--- src/common/pwel_pkg.sv ---
/*
  Constants for the posted-write error log: register offsets, field
  positions and reset values.
  Assumes a 12-bit byte address on the register port and 32-bit data.
*/
package pwel_pkg;

  // ----------------------------------------------------------------
  // Register map
  // ----------------------------------------------------------------
  localparam int ADDR_W = 12;
  localparam int DATA_W = 32;
  localparam logic [ADDR_W-1:0] OFS_CTRL_STATUS = 12'hf80;
  localparam logic [ADDR_W-1:0] OFS_ADDR_LOG = 12'hf84;
  localparam logic [ADDR_W-1:0] OFS_DATA_LOG = 12'hf88;
  localparam logic [ADDR_W-1:0] OFS_INT_STATUS = 12'hf8c;
  localparam logic [ADDR_W-1:0] OFS_INT_MASK = 12'hf90;

  // ----------------------------------------------------------------
  // Field layout of the control and status register
  // ----------------------------------------------------------------
  localparam int EN_BIT = 31;
  localparam int STATUS_BIT = 24;
  localparam int TC_LSB = 4;
  localparam int TC_W = 4;
  localparam int SIZ_LSB = 0;
  localparam int SIZ_W = 2;

  // ----------------------------------------------------------------
  // Interrupt status and mask layout
  // ----------------------------------------------------------------
  localparam int INT_W = 2;
  localparam int INT_CAPTURED = 0;
  localparam int INT_MISSED = 1;

  // ----------------------------------------------------------------
  // Reset values
  // ----------------------------------------------------------------
  localparam logic [DATA_W-1:0] RST_WORD = 32'h0000_0000;
  localparam logic [TC_W-1:0] RST_TC = 4'h0;
  localparam logic [SIZ_W-1:0] RST_SIZ = 2'h0;
  localparam logic [INT_W-1:0] RST_INT = 2'h0;

endpackage

--- src/common/pwel_log_if.sv ---
/*
  Interface between the register front end and the capture unit.
  Assumes both ends run on the same clock and reset.
*/
`timescale 1ns/1ps
interface pwel_log_if;
  logic log_en;
  logic clear_status;
  logic err_event;
  logic [pwel_pkg::TC_W-1:0] evt_tc;
  logic [pwel_pkg::SIZ_W-1:0] evt_size;
  logic [pwel_pkg::DATA_W-1:0] evt_addr;
  logic [pwel_pkg::DATA_W-1:0] evt_data;
  logic error_status;
  logic captured;
  logic missed;
  logic [pwel_pkg::TC_W-1:0] transaction_code_log;
  logic [pwel_pkg::SIZ_W-1:0] size_code_log;
  logic [pwel_pkg::DATA_W-1:0] captured_address;
  logic [pwel_pkg::DATA_W-1:0] captured_data;

  // ----------------------------------------------------------------
  // Ends
  // ----------------------------------------------------------------
  modport ctl (
    output log_en, clear_status, err_event, evt_tc, evt_size, evt_addr, evt_data,
    input error_status, captured, missed, transaction_code_log, size_code_log,
    input captured_address, captured_data
  );
  modport cap (
    input log_en, clear_status, err_event, evt_tc, evt_size, evt_addr, evt_data,
    output error_status, captured, missed, transaction_code_log, size_code_log,
    output captured_address, captured_data
  );
endinterface

--- src/logic/pwel_capture.sv ---
/*
  Capture unit: holds the error record and the error status flag.
  Assumes err_event is a one-cycle pulse per failed posted write.
*/
`timescale 1ns/1ps
module pwel_capture (
  input wire logic ref_clk,
  input wire logic rst_n,
  pwel_log_if.cap lg
);

  logic error_status;
  logic next_error_status;
  logic [pwel_pkg::TC_W-1:0] tc;
  logic [pwel_pkg::TC_W-1:0] next_tc;
  logic [pwel_pkg::SIZ_W-1:0] siz;
  logic [pwel_pkg::SIZ_W-1:0] next_siz;
  logic [pwel_pkg::DATA_W-1:0] addr;
  logic [pwel_pkg::DATA_W-1:0] next_addr;
  logic [pwel_pkg::DATA_W-1:0] data;
  logic [pwel_pkg::DATA_W-1:0] next_data;
  logic take;

  // ----------------------------------------------------------------
  // Record capture
  // ----------------------------------------------------------------
  // A clear in the same cycle frees the slot, so the new error wins
  assign take = lg.err_event && lg.log_en && (!error_status || lg.clear_status);

  // Next record and flag
  always_comb
  begin
    next_error_status = error_status;
    next_tc = tc;
    next_siz = siz;
    next_addr = addr;
    next_data = data;
    if (take)
    begin
      next_error_status = 1'b1;
      next_tc = lg.evt_tc;
      next_siz = lg.evt_size;
      next_addr = lg.evt_addr;
      next_data = lg.evt_data;
    end
    else if (lg.clear_status)
    begin
      next_error_status = 1'b0;
    end
  end

  // Record registers
  always_ff @(posedge ref_clk or negedge rst_n)
  begin
    if (!rst_n)
    begin
      error_status <= 1'b0;
      tc <= pwel_pkg::RST_TC;
      siz <= pwel_pkg::RST_SIZ;
      addr <= pwel_pkg::RST_WORD;
      data <= pwel_pkg::RST_WORD;
    end
    else
    begin
      error_status <= next_error_status;
      tc <= next_tc;
      siz <= next_siz;
      addr <= next_addr;
      data <= next_data;
    end
  end

  assign lg.error_status = error_status;
  assign lg.captured = take;
  assign lg.missed = lg.err_event && lg.log_en && error_status && !lg.clear_status;
  assign lg.transaction_code_log = tc;
  assign lg.size_code_log = siz;
  assign lg.captured_address = addr;
  assign lg.captured_data = data;
endmodule

--- src/logic/pwel_top.sv ---
/*
  Posted-write error log: register front end, interrupt logic and the
  capture unit.
  Assumes a single-cycle register port with read data one cycle after
  the read strobe, and a bus master that reports each drained posted
  write with a one-cycle completion pulse and its bus-error outcome.
  Assumes software never raises both strobes together and reads the
  data log only while the status bit is set.
  The interrupt line is a level; whoever routes it onward owns any
  synchronising or pin steering.
*/
`timescale 1ns/1ps
module pwel_top (
  input wire logic ref_clk,
  input wire logic rst_n,
  input wire logic [pwel_pkg::ADDR_W-1:0] reg_addr,
  input wire logic [pwel_pkg::DATA_W-1:0] reg_wdata,
  input wire logic reg_wr,
  input wire logic reg_rd,
  output logic [pwel_pkg::DATA_W-1:0] reg_rdata,
  input wire logic pw_done,
  input wire logic pw_berr,
  input wire logic [pwel_pkg::TC_W-1:0] pw_tc,
  input wire logic [pwel_pkg::SIZ_W-1:0] pw_size,
  input wire logic [pwel_pkg::DATA_W-1:0] pw_addr,
  input wire logic [pwel_pkg::DATA_W-1:0] pw_data,
  output logic irq
);

  // ----------------------------------------------------------------
  // Declarations
  // ----------------------------------------------------------------
  pwel_log_if lg ();

  logic log_en;
  logic next_log_en;
  logic [pwel_pkg::INT_W-1:0] int_status;
  logic [pwel_pkg::INT_W-1:0] next_int_status;
  logic [pwel_pkg::INT_W-1:0] int_mask;
  logic [pwel_pkg::INT_W-1:0] next_int_mask;
  logic [pwel_pkg::DATA_W-1:0] next_rdata;
  logic [pwel_pkg::INT_W-1:0] int_events;
  logic wr_ctrl;
  logic wr_int_status;
  logic wr_int_mask;
  logic error_status;

  // ----------------------------------------------------------------
  // Address decode
  // ----------------------------------------------------------------
  // Writes to any other offset are dropped without effect
  assign wr_ctrl = reg_wr && (reg_addr == pwel_pkg::OFS_CTRL_STATUS);
  assign wr_int_status = reg_wr && (reg_addr == pwel_pkg::OFS_INT_STATUS);
  assign wr_int_mask = reg_wr && (reg_addr == pwel_pkg::OFS_INT_MASK);
  // Status flag lives in the capture unit beside the record it guards
  assign error_status = lg.error_status;

  // ----------------------------------------------------------------
  // Capture unit hookup
  // ----------------------------------------------------------------
  // Only a drained posted write that ends in a bus error counts
  assign lg.err_event = pw_done && pw_berr;
  assign lg.evt_tc = pw_tc;
  assign lg.evt_size = pw_size;
  assign lg.evt_addr = pw_addr;
  assign lg.evt_data = pw_data;
  assign lg.log_en = log_en;
  // Writing 1 clears the flag; a written 0 leaves it alone
  assign lg.clear_status = wr_ctrl && reg_wdata[pwel_pkg::STATUS_BIT];

  pwel_capture u_capture (
    .ref_clk(ref_clk),
    .rst_n(rst_n),
    .lg(lg.cap)
  );

  // ----------------------------------------------------------------
  // Logging enable
  // ----------------------------------------------------------------
  // The enable takes the written value; a combined clear-and-disable
  // write therefore ends with both bits low in the same cycle unless a bus error arrives with it
  always_comb
  begin
    next_log_en = log_en;
    if (wr_ctrl)
    begin
      next_log_en = reg_wdata[pwel_pkg::EN_BIT];
    end
  end

  // Enable register
  always_ff @(posedge ref_clk or negedge rst_n)
  begin
    if (!rst_n)
    begin
      log_en <= 1'b0;
    end
    else
    begin
      log_en <= next_log_en;
    end
  end

  // ----------------------------------------------------------------
  // Interrupt status and mask
  // ----------------------------------------------------------------
  // Captured record and error dropped while a record was held
  // Mask bits only gate the output; status still records every event
  assign int_events[pwel_pkg::INT_CAPTURED] = lg.captured;
  assign int_events[pwel_pkg::INT_MISSED] = lg.missed;

  // Set wins over a write-one clear in the same cycle
  always_comb
  begin
    next_int_status = int_status;
    next_int_mask = int_mask;
    if (wr_int_status)
    begin
      next_int_status = int_status & ~reg_wdata[pwel_pkg::INT_W-1:0];
    end
    next_int_status = next_int_status | int_events;
    if (wr_int_mask)
    begin
      next_int_mask = reg_wdata[pwel_pkg::INT_W-1:0];
    end
  end

  // Interrupt registers
  always_ff @(posedge ref_clk or negedge rst_n)
  begin
    if (!rst_n)
    begin
      int_status <= pwel_pkg::RST_INT;
      int_mask <= pwel_pkg::RST_INT;
    end
    else
    begin
      int_status <= next_int_status;
      int_mask <= next_int_mask;
    end
  end

  // Level output; nothing leaves the block while logging is off
  assign irq = log_en && (|(int_status & int_mask));

  // ----------------------------------------------------------------
  // Read path
  // ----------------------------------------------------------------
  // Code fields and address log are masked by the status flag; the data
  // log is not, so its stale word stays readable after a clear
  always_comb
  begin
    next_rdata = pwel_pkg::RST_WORD;
    if (reg_rd)
    begin
      case (reg_addr)
        pwel_pkg::OFS_CTRL_STATUS:
        begin
          next_rdata[pwel_pkg::EN_BIT] = log_en;
          next_rdata[pwel_pkg::STATUS_BIT] = error_status;
          if (error_status)
          begin
            next_rdata[pwel_pkg::TC_LSB +: pwel_pkg::TC_W] = lg.transaction_code_log;
            next_rdata[pwel_pkg::SIZ_LSB +: pwel_pkg::SIZ_W] = lg.size_code_log;
          end
        end
        pwel_pkg::OFS_ADDR_LOG:
        begin
          // Gated like the code fields, so a cleared record reads as zero
          if (error_status)
          begin
            next_rdata = lg.captured_address;
          end
        end
        pwel_pkg::OFS_DATA_LOG:
        begin
          // Returned unqualified; software reads it only with status set
          next_rdata = lg.captured_data;
        end
        pwel_pkg::OFS_INT_STATUS:
        begin
          // Upper bits read as zero
          next_rdata[pwel_pkg::INT_W-1:0] = int_status;
        end
        pwel_pkg::OFS_INT_MASK:
        begin
          next_rdata[pwel_pkg::INT_W-1:0] = int_mask;
        end
        default:
        begin
          next_rdata = pwel_pkg::RST_WORD;
        end
      endcase
    end
  end

  // Read data register: valid only in the cycle after the strobe
  always_ff @(posedge ref_clk or negedge rst_n)
  begin
    if (!rst_n)
    begin
      reg_rdata <= pwel_pkg::RST_WORD;
    end
    else
    begin
      reg_rdata <= next_rdata;
    end
  end
endmodule

--- config.mk ---
export PLATFORM = sky130hd
export DESIGN_NAME = pwel_top
export DESIGN_NICKNAME = d
export VERILOG_FILES = /design/src/common/pwel_pkg.sv /design/src/common/pwel_log_if.sv /design/src/logic/pwel_capture.sv /design/src/logic/pwel_top.sv
export SDC_FILE = /design/constraint.sdc
export NUM_CORES = 1
export LEC_CHECK = 0
export BUFFER_PORTS_ARGS = -buffer_cell sky130_fd_sc_hd__buf_2
export CAP_MARGIN = 5
export CORE_MARGIN = 2
export CORE_UTILIZATION = 45
export CTS_CLUSTER_SIZE = 14
export DETAILED_ROUTE_END_ITERATION = 6
export GPL_ROUTABILITY_DRIVEN = 1
export GPL_TIMING_DRIVEN = 0
export PLACE_DENSITY = 0.76
export SLEW_MARGIN = 20
export SYNTH_ARGS = -nofsm -noshare
export SYNTH_HDL_FRONTEND = slang
export SYNTH_SLANG_ARGS = --single-unit
--- constraint.sdc ---
create_clock -name ref_clk -period 1.6 [get_ports ref_clk]
set_input_delay 0.32 -clock ref_clk [delete_from_list [all_inputs] [get_ports ref_clk]]
set_output_delay 0.32 -clock ref_clk [all_outputs]
set_load 0.02 [all_outputs]
Word level (Yosys, flattened, before mapping). Index checks and enable logic that the tools add are counted.

Reductions and logical operators: 15. Bitwise operators: 4. Mux-type cells: 14. Eq/ne operators: 5.

Operator list (count): $mux W32 (2); $eq A12 B12 Y1 const B (5); $pmux W16 S2 (1); $pmux W4 S3 (1); $pmux W6 S2 (1); $logic_and A1 B1 Y1 (10); $pmux W2 S5 (1); $pmux W1 S3 (2); $and A2 B2 Y2 (2); $mux W2 (2); $mux W4 (1); $pmux W2 S2 (1); $logic_not A1 Y1 (2); $mux W1 (2); $not A2 Y2 (1); $or A2 B2 Y2 (1); $reduce_bool A2 Y1 (1); $reduce_or A2 Y1 (1); $logic_or A1 B1 Y1 (1).

Input port bits: 120. Register bits: 108.

Depth between registers and ports, before layout.
Word-level depth: 6. Gate-level depth with buffers: 7. Mapped depth without buffers: 4.

Cells and area by module. Synthesis repeated with hierarchy kept, for this count alone.

Cell total of the unflattened synthesis: 318. Area total of the unflattened synthesis: 4782.1 µm².

By module, submodules not included: pwel_capture (times used 1, area each 3030.4 µm², cells each 154); pwel_top (times used 1, area each 1751.7 µm², cells each 164).

Least setup slack after synthesis. OpenSTA, ideal clock, no wires.

Path type: in2reg. Start: input port reg_addr[2] (netlist name). End: register u_capture.addr (netlist bit u_capture.lg.captured_address[0]). Required time: 1475 ps. Buffers on the path: 2. Path slack: -308 ps. Arrival time: 1783 ps. Cell stages on the path: 6. Cell sequence: buf_4 -> nor4_4 -> nand4_2 -> a21oi_4 -> buf_6 -> mux2_2.

Word-level cells in the longest chain between the ends: 5.

RTL lines: start, declared (RTL line pwel_top.sv:16) `input wire logic [pwel_pkg::ADDR_W-1:0] reg_addr,`; $eq A12 B12 Y1 (RTL line pwel_top.sv:52) `assign wr_ctrl = reg_wr && (reg_addr == pwel_pkg::OFS_CTRL_STATUS);`; $logic_and A1 B1 Y1 (RTL line pwel_top.sv:52); $logic_and A1 B1 Y1 (RTL line pwel_top.sv:69) `assign lg.clear_status = wr_ctrl && reg_wdata[pwel_pkg::STATUS_BIT];`; $logic_or A1 B1 Y1 (RTL line pwel_capture.sv:28) `assign take = lg.err_event && lg.log_en && (!error_status || lg.clear_status);`; $logic_and A1 B1 Y1 (RTL line pwel_capture.sv:28); end signal, assigned (RTL line pwel_capture.sv:60) `addr <= pwel_pkg::RST_WORD;`; end signal, assigned (RTL line pwel_capture.sv:68) `addr <= next_addr;`; end, declared (RTL line pwel_capture.sv:18) `logic [pwel_pkg::DATA_W-1:0] addr;`.

Every way passes these cells. A chain may end at the register's enable or synchronous reset.

Final worst setup path.
Start: input port reg_addr[0] (netlist name). End: register u_capture.data (netlist bit u_capture.lg.captured_data[30]).

Word-level cells in the longest chain between the ends: 5.

RTL lines: $eq A12 B12 Y1 (RTL line pwel_top.sv:52); $logic_and A1 B1 Y1 (RTL line pwel_top.sv:52); $logic_and A1 B1 Y1 (RTL line pwel_top.sv:69); $logic_or A1 B1 Y1 (RTL line pwel_capture.sv:28); $logic_and A1 B1 Y1 (RTL line pwel_capture.sv:28); end signal, assigned (RTL line pwel_capture.sv:61) `data <= pwel_pkg::RST_WORD;`; end signal, assigned (RTL line pwel_capture.sv:69) `data <= next_data;`; end, declared (RTL line pwel_capture.sv:20) `logic [pwel_pkg::DATA_W-1:0] data;`.

Every way passes these cells.

==> impl_results.md <==
- CTS H-tree depth: 3
- CP max FO: 10
- Layout cells sized above 1: a little under three fifths
- Share of the synthesized area in the top cell type: a little over three fifths
- Die Ht: between 100 and 150 microns
- Worst path cell trace: buf_6, nor4_4, nand4_2, a21oi_4, buf_12, buf_12, mux2_2
- PwrDens: ~840 nW/um^2
- Number of flops mapped to enable cells by yosys: 0
- Net Count, Synth: ~400
- Reg-to-Reg End: u_capture.lg.captured_data[30]
- Final hold violations: 0
- Die area: ~10000 sq um
- Crit. End Element: flip-flop
- Synthesized area: between 4000 and 5000 sq um
- CTS Root Cell: clkbuf_8
- Placeable Area: a little over 9000 sq um
- Sw Pwr: about 1.1 mW
- CP max-delay cell: nor4_4
- Final setup violation count: 0
- Die width: a little over 100 microns
- WL per Instance: ~17 microns
- Cells taking the most area after synthesis: dfrtp_1 (63%), mux2_2 (18%), a22o_1 (4.9%)
- Clk pin slew, worst setup/hold paths: 0.10 ns
- # rows: 35
- #FFs+latches synth: between 100 and 150
- CTS tree: yes
- Top FF cell, synth: dfrtp_1
- Placed instance area: between 5000 and 6000 sq um
- Design Area, Final: 5620 sq um
- Hold endpoint: u_capture.lg.captured_data[26]
- Critical path data arrival time: roughly 1.8 ns
- First-pass GRT wire length: around 15 mm
- NumNets Final: roughly 550
- CP required: 1.85 ns
- Total GRT Usage: 19.2%
- Hold Crit Class: in -> reg
- RePlAce Congestion: approximately 0.84
- Number of global-route vias before repair: approximately 3000
- Setup_tns: 0 ns
- Initial antenna violation count: 0
- Residual DRC: 0
- PortBufs: approximately 120
- FF-to-FF path depth: 5
- ANT nets after route: 0
- Startpoint Class: primary input
- Fraction of registers with async set or reset after synthesis: 100%
- Drt first pass iters: 4
- Fin crit share: between 90% and 100%
- Total Routed Length: between 9 and 10 mm
- Internal reg-to-reg setup slack: roughly 0.090 ns
- Max clock buf depth: 2
- Synth Instances: ~280
- Area Overhead vs Synth: 30.9%
- Library cells used by synthesis: 30
- Max Clock Skew: 0.0129 ns
- Logic pwr share: between 5 and 6%
- Syn Area/Cell: roughly 15 sq um
- Largest net degree at the start of global routing: 72
- Tmin final: around 1.6 ns
- Internal cell power: roughly 3.6 mW
- Total CTS buffers: 9
- Peak Freq: between 600 and 700 MHz
- Vias/cell: between 5 and 6
- Total grt overflow: 0
- Clock power frac: a little over a third
- Switching share of total power: ~23%
- CP Class: in -> reg
- Min-delay src: pw_data[26]
- Number of DRC markers in iteration 0: slightly above 80
- Fin. max-slew vios: 0
- Headroom to the max-slew limit: 69.2%
- Worst-margin pin slew: around 0.46 ns
- Vias: roughly 2900
- Leakage: between 2 and 3 nW
- CP peak stage delay: between 0.3 and 0.4 ns
- Maxcap violations: 0
- Synth warn: 0
- Io pins: approximately 150
- Reg2Reg Launch Point: lg.log_en
- Clk_lat worst skew: ~0.36 ns
- Clock sink count: approximately 110
- Critical Path Most Common Cell: buf_12
- Initial Util: a little under half
- Yosys top cell by area: dfrtp_1
- VDD IR max: 0.517 mV
- Register area share after synthesis: between 60% and 70%
- Status: finished clean
- ANT cells: 0
- Sequential share of power: between 50% and 60%
- DP Wirelength: between 6 and 7 mm
- Hold Crit Depth: 2
==> cells in the final DEF (no fill, tap or decap), types with 3 or more instances in the layout <==
cell type / n
buf_12: 8
mux2_4: 33
mux2_2: 44
nand2_1: 5
a22oi_1: 5
buf_4: 10
nand3_1: 3
dfrtp_1: 107
nor2b_1: 5
nand4_1: 3
a32oi_1: 4
buf_2: 120
nor2_1: 6
buf_6: 4
a21oi_1: 3
a22o_1: 24
clkbuf_8: 9
==> synth_stat cells (3+ instances only) <==
master	count
mux2_2	70
nor2b_1	5
a22oi_1	5
a21oi_1	3
mux2_1	9
clkbuf_1	3
nor2_1	7
a32oi_1	4
buf_2	4
dfrtp_1	108
nand2_1	5
nand4_1	3
buf_6	8
nand3_1	3
a22o_1	24
==> per-stage QoR <==
stage	instances	worst slack (ns)	hold WS, ns	power, mW	utilization (%)
2_1_floorplan	282	-0.250	0.0244	2.89	-
3_3_place_gp	533	-0.939	0.466	3.07	55.2
3_5_place_dp	534	-0.557	0.246	3.08	55.5
4_1_cts	555	-0.0266	0.164	4.79	60.1
5_1_grt	559	-0.0205	0.162	4.93	60.9
6_report	559	0.00576	0.182	4.73	60.9
==> critical path, delay by kind of cell <==
kind | cells | cell delay [ns]
and+or+nand+nor | 2 | 0.56
buffers and inverters | 3 | 0.43
muxes | 1 | 0.33
AOI/OAI and AO/OA | 1 | 0.19
==> routing by layer <==
layer	global-route usage, %	up-vias	routed length (microns)
li1	-	1326	-
met1	25.0	1427	4150
met2	31.5	95	4610
met3	5.18	11	591
met4	6.03	0	97
met5	0	-	0
==> flip-flops by register name (all words and copies together) (netlist names) <==
| signal | count |
|---|---|
| u_capture.lg.size_code_log | 2 |
| u_capture.lg.captured_data | 32 |
| u_capture.lg.transaction_code_log | 4 |
| u_capture.lg.captured_address | 32 |
| int_status | 2 |
| reg_rdata | 32 |
| lg.log_en | 1 |
| u_capture.lg.error_status | 1 |
| int_mask | 2 |
==> how the worst max path moves through the flow <==
| stage | from | endpoint | slack [ns] | cells past startpoint |
|---|---|---|---|---|
| floorplan | reg_addr[3] | u_capture.lg.captured_address[0] | -0.25 | 6 |
| global placement | rst_n | reg_rdata[23] | -0.94 | 1 |
| detailed placement | reg_addr[10] | reg_rdata[22] | -0.56 | 6 |
| CTS | reg_addr[0] | u_capture.lg.captured_address[8] | -0.03 | 7 |
| global route | reg_addr[0] | u_capture.lg.captured_address[2] | -0.02 | 7 |
| finish | reg_addr[0] | u_capture.lg.captured_data[30] | 0.006 | 7 |
==> what timing repair did <==
action                                  in CTS  in global routing
endpoints found under the setup margin      95                 90
setup buffers                                4                  4
hold endpoints to repair                    37                  0
hold buffers                                 1                  0
resized for setup                           44                 11
pin swaps                                    4                  4
==> final cells by class <==
cell class	count	area, sq um
plain buffers	16	210
fillers	767	3620
flip-flops and latches	108	2700
multi-input cells	158	1600
clock buffers	9	124
well taps	129	161
clock inverters	7	82.6
repair buffers	132	739
==> logic make-up (layout without fill, tap and decap cells) <==
| logic type | Yosys count | after routing | share of synthesized area [%] |
|---|---|---|---|
| AO/OA/AOI/OAI | 43 | 43 | 8.27 |
| buffers and inverters | 16 | 164 | 3.00 |
| flip-flops | 108 | 108 | 62.9 |
| multiplexers | 79 | 79 | 20.7 |
| AND/OR/NAND/NOR | 36 | 36 | 5.15 |
==> power groups by stage <==
stage	Sequential, mW	Clock (mW)	Combinational (mW)
2_1_floorplan	2.82	0	0.0661
3_3_place_gp	2.83	0	0.239
3_5_place_dp	2.83	0	0.256
4_1_cts	2.78	1.74	0.270
5_1_grt	2.78	1.85	0.300
6_report	2.78	1.69	0.269
(Power assumes the default switching activity.)
